===== src/inc/bsp_pkg.sv =====
// package for the buffered serial port clock source and channel selection block
package bsp_pkg;
   // register byte address map (word index = byte address / 4)
   localparam logic [7:0] OFF_PIN_CTRL = 8'h00;
   localparam logic [7:0] OFF_RATE_GEN2 = 8'h04;
   localparam logic [7:0] OFF_MCR_RX = 8'h08;
   localparam logic [7:0] OFF_MCR_TX = 8'h0c;
   localparam logic [7:0] OFF_RCE_BASE = 8'h40; // 8 words, partitions a..h
   localparam logic [7:0] OFF_XCE_BASE = 8'h60; // 8 words, partitions a..h
   localparam logic [7:0] OFF_CFG = 8'h10;      // element size and frame length
   localparam logic [7:0] OFF_RX_DATA = 8'h14;
   localparam logic [7:0] OFF_TX_DATA = 8'h18;
   localparam logic [7:0] OFF_STATUS = 8'h1c;
   // pin control fields
   localparam int PC_CLKR_POL = 0;
   localparam int PC_CLKX_POL = 1;
   localparam int PC_FSR_POL = 2;
   localparam int PC_FSX_POL = 3;
   localparam int PC_RX_DATA_PIN_STATUS = 4;
   localparam int PC_TX_DATA_PIN_STATUS = 5;
   localparam int PC_EXT_CLOCK_PIN_STATUS = 6;
   localparam int PC_SRC_EXT = 7;
   localparam int PC_CLKR_DIR = 8;
   localparam int PC_CLKX_DIR = 9;
   localparam int PC_FSR_DIR = 10;
   localparam int PC_FSX_DIR = 11;
   localparam int PC_RX_GPIO = 12;
   localparam int PC_TX_GPIO = 13;
   localparam logic [15:0] PC_RW_MASK = 16'h3f8f;
   localparam int RG2_CLK_MODE = 13;
   localparam logic [15:0] RG2_RW_MASK = 16'h2000;
   // multichannel control fields
   localparam int MC_ENH = 9;
   localparam int MC_CBLK_LSB = 2;
   localparam logic [15:0] MC_RW_MASK = 16'h03e3;
   localparam logic [15:0] RST_ZERO = 16'h0000;
   localparam int NUM_PART = 8;
   localparam int PART_CH = 16;
   localparam int FIFO_DEPTH = 16;
   localparam int DATA_W = 32;

   typedef enum logic [1:0] {
      BSP_SRC_RSVD = 2'b00,
      BSP_SRC_CPU = 2'b01,
      BSP_SRC_RXPIN = 2'b10,
      BSP_SRC_TXPIN = 2'b11
   } bsp_src_e;

   typedef enum logic [1:0] {
      BSP_IDLE = 2'b00,
      BSP_SHIFT = 2'b01,
      BSP_DONE = 2'b11
   } bsp_state_e;

   typedef struct packed {
      logic [7:0]  addr;
      logic [31:0] wdata;
      logic        wr;
      logic        rd;
   } bsp_req_s;

   // element size code to bit count: 8,12,16,20,24,32
   function automatic logic [5:0] bsp_elem_bits(input logic [2:0] code);
      case (code)
         3'h0: bsp_elem_bits = 6'h08;
         3'h1: bsp_elem_bits = 6'h0c;
         3'h2: bsp_elem_bits = 6'h10;
         3'h3: bsp_elem_bits = 6'h14;
         3'h4: bsp_elem_bits = 6'h18;
         default: bsp_elem_bits = 6'h20;
      endcase
   endfunction

   // channel enable lookup in 16-channel partitions
   function automatic logic bsp_chan_on(input logic [127:0] ena, input logic [6:0] ch,
                                        input logic enh);
      if (!enh && ch[6:5] != 2'b00) bsp_chan_on = 1'b0;
      else bsp_chan_on = ena[ch];
   endfunction
endpackage


===== src/hdl/bsp_top.sv =====
// clock source selection, pin control and multichannel enables of the serial port
//
// Function
// - source ext pcr bit7, clock mode rg2 bit13
// - two bits pick reserved, cpu, rx pin, tx pin
// - pin chosen as source stops driving
// - rx pin source drives generator on tx only
// - pin control layout, resets to zero
// - independent tx/rx enables, 128 channels
// - enhanced mode bit 9 in each control
// - enhanced off: partitions a,b, 32 channels
// - enhanced on: partitions a..h, 128 channels
// - receive enable bit per channel, reset zero
// - transmit enable bit per channel, reset zero
// - partitions consecutive; h is 112..127
// - tx multichannel control layout, reset zero
// - rx multichannel control mirrors tx layout
// - element sizes 8..32, independent duplex framing
// - static logic, any low shift clock
// - double buffered data, gapless stream
`timescale 1ns/1ps
module bsp_top
   import bsp_pkg::*;
(
   input  wire logic        clk,
   input  wire logic        srst,
   input  wire logic [7:0]  reg_addr,
   input  wire logic [31:0] reg_wdata,
   input  wire logic        reg_wr,
   input  wire logic        reg_rd,
   output logic      [31:0] reg_rdata,
   input  wire logic        clkr_i,
   output logic             clkr_o,
   output logic             clkr_oe_n,
   input  wire logic        clkx_i,
   output logic             clkx_o,
   output logic             clkx_oe_n,
   input  wire logic        fsr_i,
   input  wire logic        fsx_i,
   input  wire logic        dr_i,
   input  wire logic        clks_i,
   output logic             dx_o,
   output logic             dx_oe_n,
   output logic             srcgen_clk
);
   import bsp_pkg::*;

   logic [15:0]  pc_q, rg2_q, mcr_rx_q, mcr_tx_q, cfg_q;
   logic [127:0] rce_q, xce_q;
   logic [31:0]  rdata_q, rx_hold_q, tx_sh_q, rx_sh_q;
   logic [2:0]   clkr_s_q, clkx_s_q, fsr_s_q, fsx_s_q, dr_s_q, clks_s_q;
   logic         clkr_f_q, clkx_f_q, fsr_f_q, fsx_f_q;
   logic         rx_full_q, rx_ovr_q;
   logic [5:0]   rbit_q, xbit_q;
   logic [6:0]   rch_q, xch_q;
   logic [6:0]   xch_nx;
   logic         tx_start, tx_nx_on;
   bsp_state_e   rst_q, xst_q;
   bsp_src_e     src;
   logic         rclk_edge, xclk_edge, rfs, xfs, rx_on, tx_on;
   logic         fifo_out_v, fifo_out_r, fifo_in_r, tx_load;
   logic [31:0]  fifo_out_d;
   logic [5:0]   elem_bits;
   bsp_req_s     req;

   assign req = '{addr: reg_addr, wdata: reg_wdata, wr: reg_wr, rd: reg_rd};
   assign elem_bits = bsp_elem_bits(cfg_q[2:0]);

   // source selection from the two mode bits
   assign src = bsp_src_e'({pc_q[PC_SRC_EXT], rg2_q[RG2_CLK_MODE]});
   always_comb begin
      case (src)
         BSP_SRC_CPU:   srcgen_clk = 1'b1; // cpu clock: every cycle is a tick
         BSP_SRC_RXPIN: srcgen_clk = clkr_f_q;
         BSP_SRC_TXPIN: srcgen_clk = clkx_f_q;
         default:       srcgen_clk = 1'b0; // reserved combination stays idle
      endcase
   end

   // pin drivers: a pin feeding the generator never drives
   assign clkr_oe_n = !(pc_q[PC_CLKR_DIR] && src != BSP_SRC_RXPIN);
   assign clkx_oe_n = !(pc_q[PC_CLKX_DIR] && src != BSP_SRC_TXPIN);
   assign clkr_o = clkr_s_q[2] ^ pc_q[PC_CLKR_POL];
   assign clkx_o = (src == BSP_SRC_RXPIN) ? clkr_s_q[2] : clkx_s_q[2];

   // three-stage pin samplers; stage one feeds only stage two
   always_ff @(posedge clk) begin
      if (srst) begin
         clkr_s_q <= '0;
         clkx_s_q <= '0;
         fsr_s_q <= '0;
         fsx_s_q <= '0;
         dr_s_q <= '0;
         clks_s_q <= '0;
      end else begin
         clkr_s_q <= {clkr_s_q[1:0], clkr_i};
         clkx_s_q <= {clkx_s_q[1:0], clkx_i};
         fsr_s_q <= {fsr_s_q[1:0], fsr_i};
         fsx_s_q <= {fsx_s_q[1:0], fsx_i};
         dr_s_q <= {dr_s_q[1:0], dr_i};
         clks_s_q <= {clks_s_q[1:0], clks_i};
      end
   end

   // filtered levels, updated only once stages two and three agree
   always_ff @(posedge clk) begin
      if (srst) begin
         clkr_f_q <= 1'b0;
         clkx_f_q <= 1'b0;
         fsr_f_q <= 1'b0;
         fsx_f_q <= 1'b0;
      end else begin
         if (clkr_s_q[1] == clkr_s_q[2]) clkr_f_q <= clkr_s_q[2];
         if (clkx_s_q[1] == clkx_s_q[2]) clkx_f_q <= clkx_s_q[2];
         if (fsr_s_q[1] == fsr_s_q[2]) fsr_f_q <= fsr_s_q[2];
         if (fsx_s_q[1] == fsx_s_q[2]) fsx_f_q <= fsx_s_q[2];
      end
   end

   // edge enables: no free-running clock assumed, so any slow rate works
   assign rclk_edge = (clkr_s_q[1] == clkr_s_q[2]) && (clkr_s_q[2] != clkr_f_q) &&
                      (clkr_s_q[2] ^ pc_q[PC_CLKR_POL]) == 1'b0;
   assign xclk_edge = (clkx_s_q[1] == clkx_s_q[2]) && (clkx_s_q[2] != clkx_f_q) &&
                      (clkx_s_q[2] ^ pc_q[PC_CLKX_POL]) == 1'b1;
   // sync level as it stands at the clock edge; the filtered copy lags by a cycle
   assign rfs = ((fsr_s_q[1] == fsr_s_q[2]) ? fsr_s_q[2] : fsr_f_q) ^ pc_q[PC_FSR_POL];
   assign xfs = ((fsx_s_q[1] == fsx_s_q[2]) ? fsx_s_q[2] : fsx_f_q) ^ pc_q[PC_FSX_POL];
   assign rx_on = bsp_chan_on(rce_q, rch_q, mcr_rx_q[MC_ENH]);
   assign tx_on = bsp_chan_on(xce_q, xch_q, mcr_tx_q[MC_ENH]);

   // register writes; read-only fields masked out
   always_ff @(posedge clk) begin
      if (srst) begin
         pc_q <= RST_ZERO;
         rg2_q <= RST_ZERO;
         mcr_rx_q <= RST_ZERO;
         mcr_tx_q <= RST_ZERO;
         cfg_q <= RST_ZERO;
      end else if (req.wr) begin
         case (req.addr)
            OFF_PIN_CTRL:  pc_q <= req.wdata[15:0] & PC_RW_MASK;
            OFF_RATE_GEN2: rg2_q <= req.wdata[15:0] & RG2_RW_MASK;
            OFF_MCR_RX:    mcr_rx_q <= req.wdata[15:0] & MC_RW_MASK;
            OFF_MCR_TX:    mcr_tx_q <= req.wdata[15:0] & MC_RW_MASK;
            OFF_CFG:       cfg_q <= req.wdata[15:0];
            default:       ;
         endcase
      end
   end

   // channel enable tables, one word per 16-channel partition
   always_ff @(posedge clk) begin
      if (srst) begin
         rce_q <= '0;
         xce_q <= '0;
      end else if (req.wr) begin
         for (int p = 0; p < NUM_PART; p++) begin
            if (req.addr == OFF_RCE_BASE + 8'(4 * p))
               rce_q[p*PART_CH +: PART_CH] <= req.wdata[15:0];
            if (req.addr == OFF_XCE_BASE + 8'(4 * p))
               xce_q[p*PART_CH +: PART_CH] <= req.wdata[15:0];
         end
      end
   end

   // read mux, data one cycle later; unmapped reads give zero
   always_ff @(posedge clk) begin
      if (srst) begin
         rdata_q <= '0;
      end else if (req.rd) begin
         rdata_q <= '0;
         case (req.addr)
            OFF_PIN_CTRL:  rdata_q[15:0] <= pc_q | {9'h0, clks_s_q[2], dx_o, dr_s_q[2], 4'h0};
            OFF_RATE_GEN2: rdata_q[15:0] <= rg2_q;
            OFF_MCR_RX:    rdata_q[15:0] <= mcr_rx_q | {11'h0, rch_q[6:4], 2'h0};
            OFF_MCR_TX:    rdata_q[15:0] <= mcr_tx_q | {11'h0, xch_q[6:4], 2'h0};
            OFF_CFG:       rdata_q[15:0] <= cfg_q;
            OFF_RX_DATA:   rdata_q <= rx_hold_q;
            OFF_STATUS:    rdata_q <= {29'h0, rx_ovr_q, fifo_in_r, rx_full_q};
            default: begin
               for (int p = 0; p < NUM_PART; p++) begin
                  if (req.addr == OFF_RCE_BASE + 8'(4 * p))
                     rdata_q[15:0] <= rce_q[p*PART_CH +: PART_CH];
                  if (req.addr == OFF_XCE_BASE + 8'(4 * p))
                     rdata_q[15:0] <= xce_q[p*PART_CH +: PART_CH];
               end
            end
         endcase
      end
   end
   assign reg_rdata = rdata_q;

   // transmit fifo: second buffer behind the shifter for gapless words
   bsp_fifo #(.WIDTH(DATA_W), .DEPTH(FIFO_DEPTH)) u_tx_fifo (
      .clk       (clk),
      .srst      (srst),
      .in_data   (req.wdata),
      .in_valid  (req.wr && req.addr == OFF_TX_DATA),
      .in_ready  (fifo_in_r),
      .out_data  (fifo_out_d),
      .out_valid (fifo_out_v),
      .out_ready (fifo_out_r)
   );
   // next channel index; a frame sync or the last slot wraps to zero
   assign xch_nx = (xfs || xch_q == 7'(cfg_q[14:8])) ? 7'h00 : xch_q + 7'h01;
   // a channel starts on sync from idle, or right after the last bit of the one before
   assign tx_start = xclk_edge && ((xst_q == BSP_IDLE && xfs) ||
                                   (xst_q == BSP_DONE && (xfs || xch_q != 7'(cfg_q[14:8]))));
   // only enabled slots take a word, so disabled slots never eat queued data
   assign tx_nx_on = bsp_chan_on(xce_q, xch_nx, mcr_tx_q[MC_ENH]);
   assign tx_load = tx_start && tx_nx_on;
   assign fifo_out_r = tx_load;

   // transmitter: element per channel, frame sync restarts channel count
   always_ff @(posedge clk) begin
      if (srst) begin
         xst_q <= BSP_IDLE;
         xbit_q <= '0;
         xch_q <= '0;
         tx_sh_q <= '0;
      end else if (xclk_edge) begin
         case (xst_q)
            BSP_IDLE: begin
               if (tx_start) begin
                  xst_q <= BSP_SHIFT;
                  xch_q <= xch_nx;
                  xbit_q <= elem_bits - 6'h02;
                  tx_sh_q <= (tx_load && fifo_out_v) ? fifo_out_d : '0;
               end
            end
            BSP_SHIFT: begin
               tx_sh_q <= {tx_sh_q[30:0], 1'b0};
               if (xbit_q == 6'h00) begin
                  xst_q <= BSP_DONE;
               end else begin
                  xbit_q <= xbit_q - 6'h01;
               end
            end
            BSP_DONE: begin
               // last bit stands here; next channel follows with no gap unless frame ends
               xst_q <= tx_start ? BSP_SHIFT : BSP_IDLE;
               xch_q <= xch_nx;
               xbit_q <= elem_bits - 6'h02;
               tx_sh_q <= (tx_load && fifo_out_v) ? fifo_out_d : '0;
            end
            default: xst_q <= BSP_IDLE;
         endcase
      end
   end
   // line driven for every bit of an enabled slot, last bit included
   assign dx_o = tx_sh_q[31];
   assign dx_oe_n = !((xst_q == BSP_SHIFT || xst_q == BSP_DONE) && tx_on);

   // receiver, independent clock and sync from the transmitter
   always_ff @(posedge clk) begin
      if (srst) begin
         rst_q <= BSP_IDLE;
         rbit_q <= '0;
         rch_q <= '0;
         rx_sh_q <= '0;
      end else if (rclk_edge) begin
         case (rst_q)
            BSP_IDLE: begin
               if (rfs) begin
                  rst_q <= BSP_SHIFT;
                  rch_q <= '0;
                  rbit_q <= elem_bits - 6'h02;
                  rx_sh_q <= {rx_sh_q[30:0], dr_s_q[2]}; // first bit shares the sync edge
               end
            end
            BSP_SHIFT: begin
               rx_sh_q <= {rx_sh_q[30:0], dr_s_q[2]};
               if (rbit_q == 6'h00) begin
                  rst_q <= BSP_DONE;
               end else begin
                  rbit_q <= rbit_q - 6'h01;
               end
            end
            BSP_DONE: begin
               rst_q <= (rfs || rch_q != 7'(cfg_q[14:8])) ? BSP_SHIFT : BSP_IDLE;
               rch_q <= (rfs || rch_q == 7'(cfg_q[14:8])) ? 7'h00 : rch_q + 7'h01;
               rbit_q <= elem_bits - 6'h02;
               rx_sh_q <= {rx_sh_q[30:0], dr_s_q[2]}; // no gap: next word's first bit
            end
            default: rst_q <= BSP_IDLE;
         endcase
      end
   end

   // receive holding register: only enabled channels land; new word beats clear
   always_ff @(posedge clk) begin
      if (srst) begin
         rx_hold_q <= '0;
         rx_full_q <= 1'b0;
         rx_ovr_q <= 1'b0;
      end else begin
         if (rclk_edge && rst_q == BSP_DONE && rx_on) begin
            rx_hold_q <= rx_sh_q;
            rx_full_q <= 1'b1;
            if (rx_full_q) rx_ovr_q <= 1'b1;
         end else if (req.rd && req.addr == OFF_RX_DATA) begin
            rx_full_q <= 1'b0;
         end
      end
   end
endmodule // bsp_top


===== src/hdl/bsp_fifo.sv =====
// parameterised valid/ready fifo in flip-flops
`timescale 1ns/1ps
module bsp_fifo #(
   parameter int WIDTH = 32,
   parameter int DEPTH = 16
) (
   input  wire logic             clk,
   input  wire logic             srst,
   input  wire logic [WIDTH-1:0] in_data,
   input  wire logic             in_valid,
   output logic                  in_ready,
   output logic      [WIDTH-1:0] out_data,
   output logic                  out_valid,
   input  wire logic             out_ready
);
   localparam int AW = $clog2(DEPTH);
   logic [WIDTH-1:0] mem_q [DEPTH];
   logic [AW-1:0]    wp_q;
   logic [AW-1:0]    rp_q;
   logic [AW:0]      cnt_q;
   logic             push;
   logic             pop;

   // honest flags from the occupancy count
   assign in_ready = (cnt_q != (AW+1)'(DEPTH));
   assign out_valid = (cnt_q != '0);
   assign out_data = mem_q[rp_q];
   assign push = in_valid && in_ready;
   assign pop = out_valid && out_ready;

   // storage
   always_ff @(posedge clk) begin
      if (push) begin
         mem_q[wp_q] <= in_data;
      end
   end

   // pointers and count
   always_ff @(posedge clk) begin
      if (srst) begin
         wp_q <= '0;
         rp_q <= '0;
         cnt_q <= '0;
      end else begin
         if (push) wp_q <= wp_q + AW'(1);
         if (pop) rp_q <= rp_q + AW'(1);
         cnt_q <= cnt_q + (AW+1)'(push) - (AW+1)'(pop);
      end
   end
endmodule // bsp_fifo


===== config.mk =====
export PLATFORM = sky130hd
export DESIGN_NAME = bsp_top
export DESIGN_NICKNAME = d
export VERILOG_FILES = /design/src/inc/bsp_pkg.sv /design/src/hdl/bsp_top.sv /design/src/hdl/bsp_fifo.sv
export SDC_FILE = /design/constraint.sdc
export NUM_CORES = 2
export LEC_CHECK = 0
export BUFFER_PORTS_ARGS = -buffer_cell sky130_fd_sc_hd__buf_2
export CAP_MARGIN = 20
export CORE_MARGIN = 3
export CORE_UTILIZATION = 40
export CTS_BUF_LIST = sky130_fd_sc_hd__clkbuf_4 sky130_fd_sc_hd__clkbuf_8
export CTS_CLUSTER_DIAMETER = 40
export CTS_CLUSTER_SIZE = 28
export DETAILED_ROUTE_END_ITERATION = 8
export PLACE_DENSITY = 0.52
export REMOVE_ABC_BUFFERS = 1
export SYNTH_ARGS = -nofsm -noshare
export SYNTH_HDL_FRONTEND = slang
export SYNTH_HIERARCHICAL = 1
export SYNTH_SLANG_ARGS = --single-unit

===== constraint.sdc =====
create_clock -name clk -period 14.05 [get_ports clk]
set_input_delay 1.405 -clock clk [delete_from_list [all_inputs] [get_ports clk]]
set_output_delay 1.405 -clock clk [all_outputs]
set_load 0.005 [all_outputs]

==> out/qor.yml <==
port-buffer-count: 88
via_count: 32140
cp_data_arrival_time_ns: 4.80
syn_to_final_growth_pct: 11.83
synth-edff-count: 512
fin_nets: 3932
rsz0062_at_grt: "false"
synth_common_cells: "nand2_1 (740), edfxtp_1 (512), dfxtp_1 (497)"
regArea_um2: 25340
holdWs_ns: 0.4365
drc: 0
grt-ovfl-total: 0
synth.distinct_cells: 91
status: "completed"
p_leak_nw: 15.84
routed_wl_um: 143500
cpMostUsedCell: "mux4_2"
clockBufferDepth: 3
clkTransAtPathRegs_ns: 0.06
final-hold-violation-count: 0
core_um2: 109500
gp_congestion: 0.9506
die_area_um2: 115000
worstPathRequired_ns: 12.65
synth_top_area_share_pct: 34.64
crit_chain: "buf_4, mux4_2, mux4_2, mux4_2, and3_1, o22ai_1, buf_2"
path_buf_inv: 2
yosysMostFrequentCell: "nand2_1"
relSlewSlack_pct: 17.66
cts.sinks: 1009
ys_seq_area_share_pct: 57.05
min_period_ns: 6.203
worstSetupStartpointType: "register"
worstMarginPinSlew_ns: 1.235
power.density_nw_per_um2: 120.0
skew_ns: 0.04463
die_w_um: 339.1
grt_max_degree: 187
layout-drive-gt1-share_pct: 18.15
via_per_inst: 5.892
first_pass_iters: 7
worstSetupEndpointType: "primary output"
setup_viol: 0
placed_area_um2: 46170
ys_async_sr_fraction_pct: 0
track_usage_pct: 24.55
max_stage_delay_ns: 0.68
cts_buffers: 144
postLayoutCellArea_um2: 49640
dp_hpwl_um: 88360
mappedNetlistArea_um2: 44390
worst-setup-path-type: "reg2out"
hold_path_class: "reg2reg"
synth_flop_cell: "edfxtp_1"
netlist_instances: 3860
clock.fmax_mhz: 161.2
period_share_pct: 44.15
cts_resized: 0
placementRows: 121
htree_levels: 4
cp_max_fo: 49
grt_pass1_wl_um: 212100
ys_warn_count: 6
multiInputGateArea_um2: 17820
nFillCells: 10240
cts_tree: "done"
die_y_um: 339.1
drt_iter0_markers: 3445
ir_drop_v: 0.00008105
grt_antenna_before_repair: 2
postCtsSetupBuffers: 0
finalSetupTns_ns: 0
crit_family: "multiplexers"
wl_per_cell_um: 26.32
yosysTopAreaCell: "edfxtp_1"
grt_pass1_vias: 31190
ant_nets: 0
maxCapViolCount: 0
ios: 89
initial_core_util_pct: 40.55
crit_path_top_delay_cell: "buf_4"
syn-mean-instance-area_um2: 11.50
synth_area_leaders: "edfxtp_1 (35%), dfxtp_1 (22%), mux4_2 (11%), nand2_1 (6.3%), a21oi_1 (4.4%)"
slew_viol_final: 0
holdBufCountCts: 0
clock_latency_ns: 0.84
synth-seq-cells: 1009
cts_root_buffer: "clkbuf_8"
## area by class of cell
type,count,share of cell area (%)
sequential,1009,51.05
clock buffer,178,4.708
clock inverter,85,2.150
inverter,30,0.2268
timing repair buffer,168,2.236
tap,1476,3.720
antenna,2,0.01008
multi-input combinational,2507,35.90
## routing by layer
metal | wire length [um] | GRT usage [%] | part of all wire (%)
met1 | 61560 | 34.10 | 43
met2 | 66190 | 38.18 | 46
met3 | 10490 | 4.472 | 7.3
met4 | 5316 | 9.653 | 3.7
met5 | 0 | 0 | 0
## path summary, 6_finish.rpt
| kind | cells past startpoint | slack [ns] | end | startpoint |
|---|---|---|---|---|
| hold reg to reg | 1 | 0.44 | clks_s_q[2]$_SDFF_PP0_ | clks_s_q[1]$_SDFF_PP0_ |
| setup / recovery | 7 | 7.85 | dx_oe_n | xch_q[0]$_SDFFE_PP0P_ |
| setup reg to reg | 22 | 8.23 | u_tx_fifo/cnt_q[4]$_SDFF_PP0_ | xch_q[1]$_SDFFE_PP0P_ |
| hold / removal | 1 | 0.44 | clks_s_q[2]$_SDFF_PP0_ | clks_s_q[1]$_SDFF_PP0_ |
## metrics by stage
stage               util, %  worst slack (ns)  instances  power, mW
floorplan                 -             5.926       3546      3.189
CTS                   45.29             7.845       5450      6.025
finish                45.35             7.847       5455      5.959
global route          45.35             7.715       5455      6.165
global placement      42.17             7.942       5186      3.306
detailed placement    42.18             7.889       5187      3.306
## worst reg2reg max path, delay by kind of cell, from the launching register on
family | cells | cell delay (ns)
XOR/XNOR | 1 | 0.15
AND/OR/NAND/NOR | 3 | 0.34
flip-flops | 1 | 0.96
buffers and inverters | 6 | 1.07
AO/OA/AOI/OAI | 8 | 1.77
adder cells (fa/ha/maj) | 4 | 1.42
## cells by family (layout without fill, tap and decap cells)
logic type               after synthesis  in the layout  synth area share [%]
AND/OR/NAND/NOR                     1293           1293                 12.72
flip-flops                          1009           1009                 57.05
AO/OA/AOI/OAI                        802            802                 11.48
multiplexers                         346            346                 13.93
buffers and inverters                344            461                 3.227
XOR/XNOR                              42             42                0.9048
adder cells (fa/ha/maj)               24             24                0.6849
other                                  0              2                     0
## layout by cell type, fill, tap and decap left out, types with 14 or more instances in the layout
| cell type | instances |
|---|---|
| a211oi_1 | 22 |
| a21o_1 | 19 |
| a21oi_1 | 390 |
| a221oi_1 | 23 |
| a222oi_1 | 15 |
| a22oi_1 | 88 |
| a31oi_1 | 20 |
| and3_1 | 34 |
| buf_2 | 87 |
| buf_4 | 75 |
| bufinv_16 | 18 |
| clkbuf_4 | 18 |
| clkbuf_8 | 161 |
| clkinvlp_4 | 15 |
| dfxtp_1 | 491 |
| edfxtp_1 | 512 |
| ha_1 | 21 |
| inv_1 | 28 |
| mux2i_1 | 117 |
| mux4_2 | 216 |
| nand2_1 | 740 |
| nand2b_1 | 30 |
| nand3_1 | 110 |
| nor2_1 | 197 |
| nor2_4 | 14 |
| nor2b_1 | 35 |
| nor3_1 | 28 |
| nor4_1 | 14 |
| o21ai_0 | 57 |
| o221ai_1 | 17 |
| o22ai_1 | 18 |
| o31ai_1 | 19 |
| o32ai_1 | 17 |
| xnor2_1 | 19 |
| xor2_1 | 20 |
## flip-flops by register name, summed over array words and instances, names as in the netlist, 7 cells and up, named ones only
signal and cells:
u_tx_fifo/mem_q 512, rce_q 128, xce_q 128, reg_rdata 32, rx_hold_q 32, rx_sh_q 32
tx_sh_q 32, cfg_q 16, pc_q 11, mcr_rx_q 7, mcr_tx_q 7, rch_q 7
xch_q 7
## power breakdown
part / switching [mW] / total (mW) / internal (mW)
registers: 0.00510 / 3.10 / 3.09
logic: 0.119 / 0.147 / 0.0284
clock network: 1.24 / 2.72 / 1.47
Note: power is estimated with default switching activity, not from simulation.
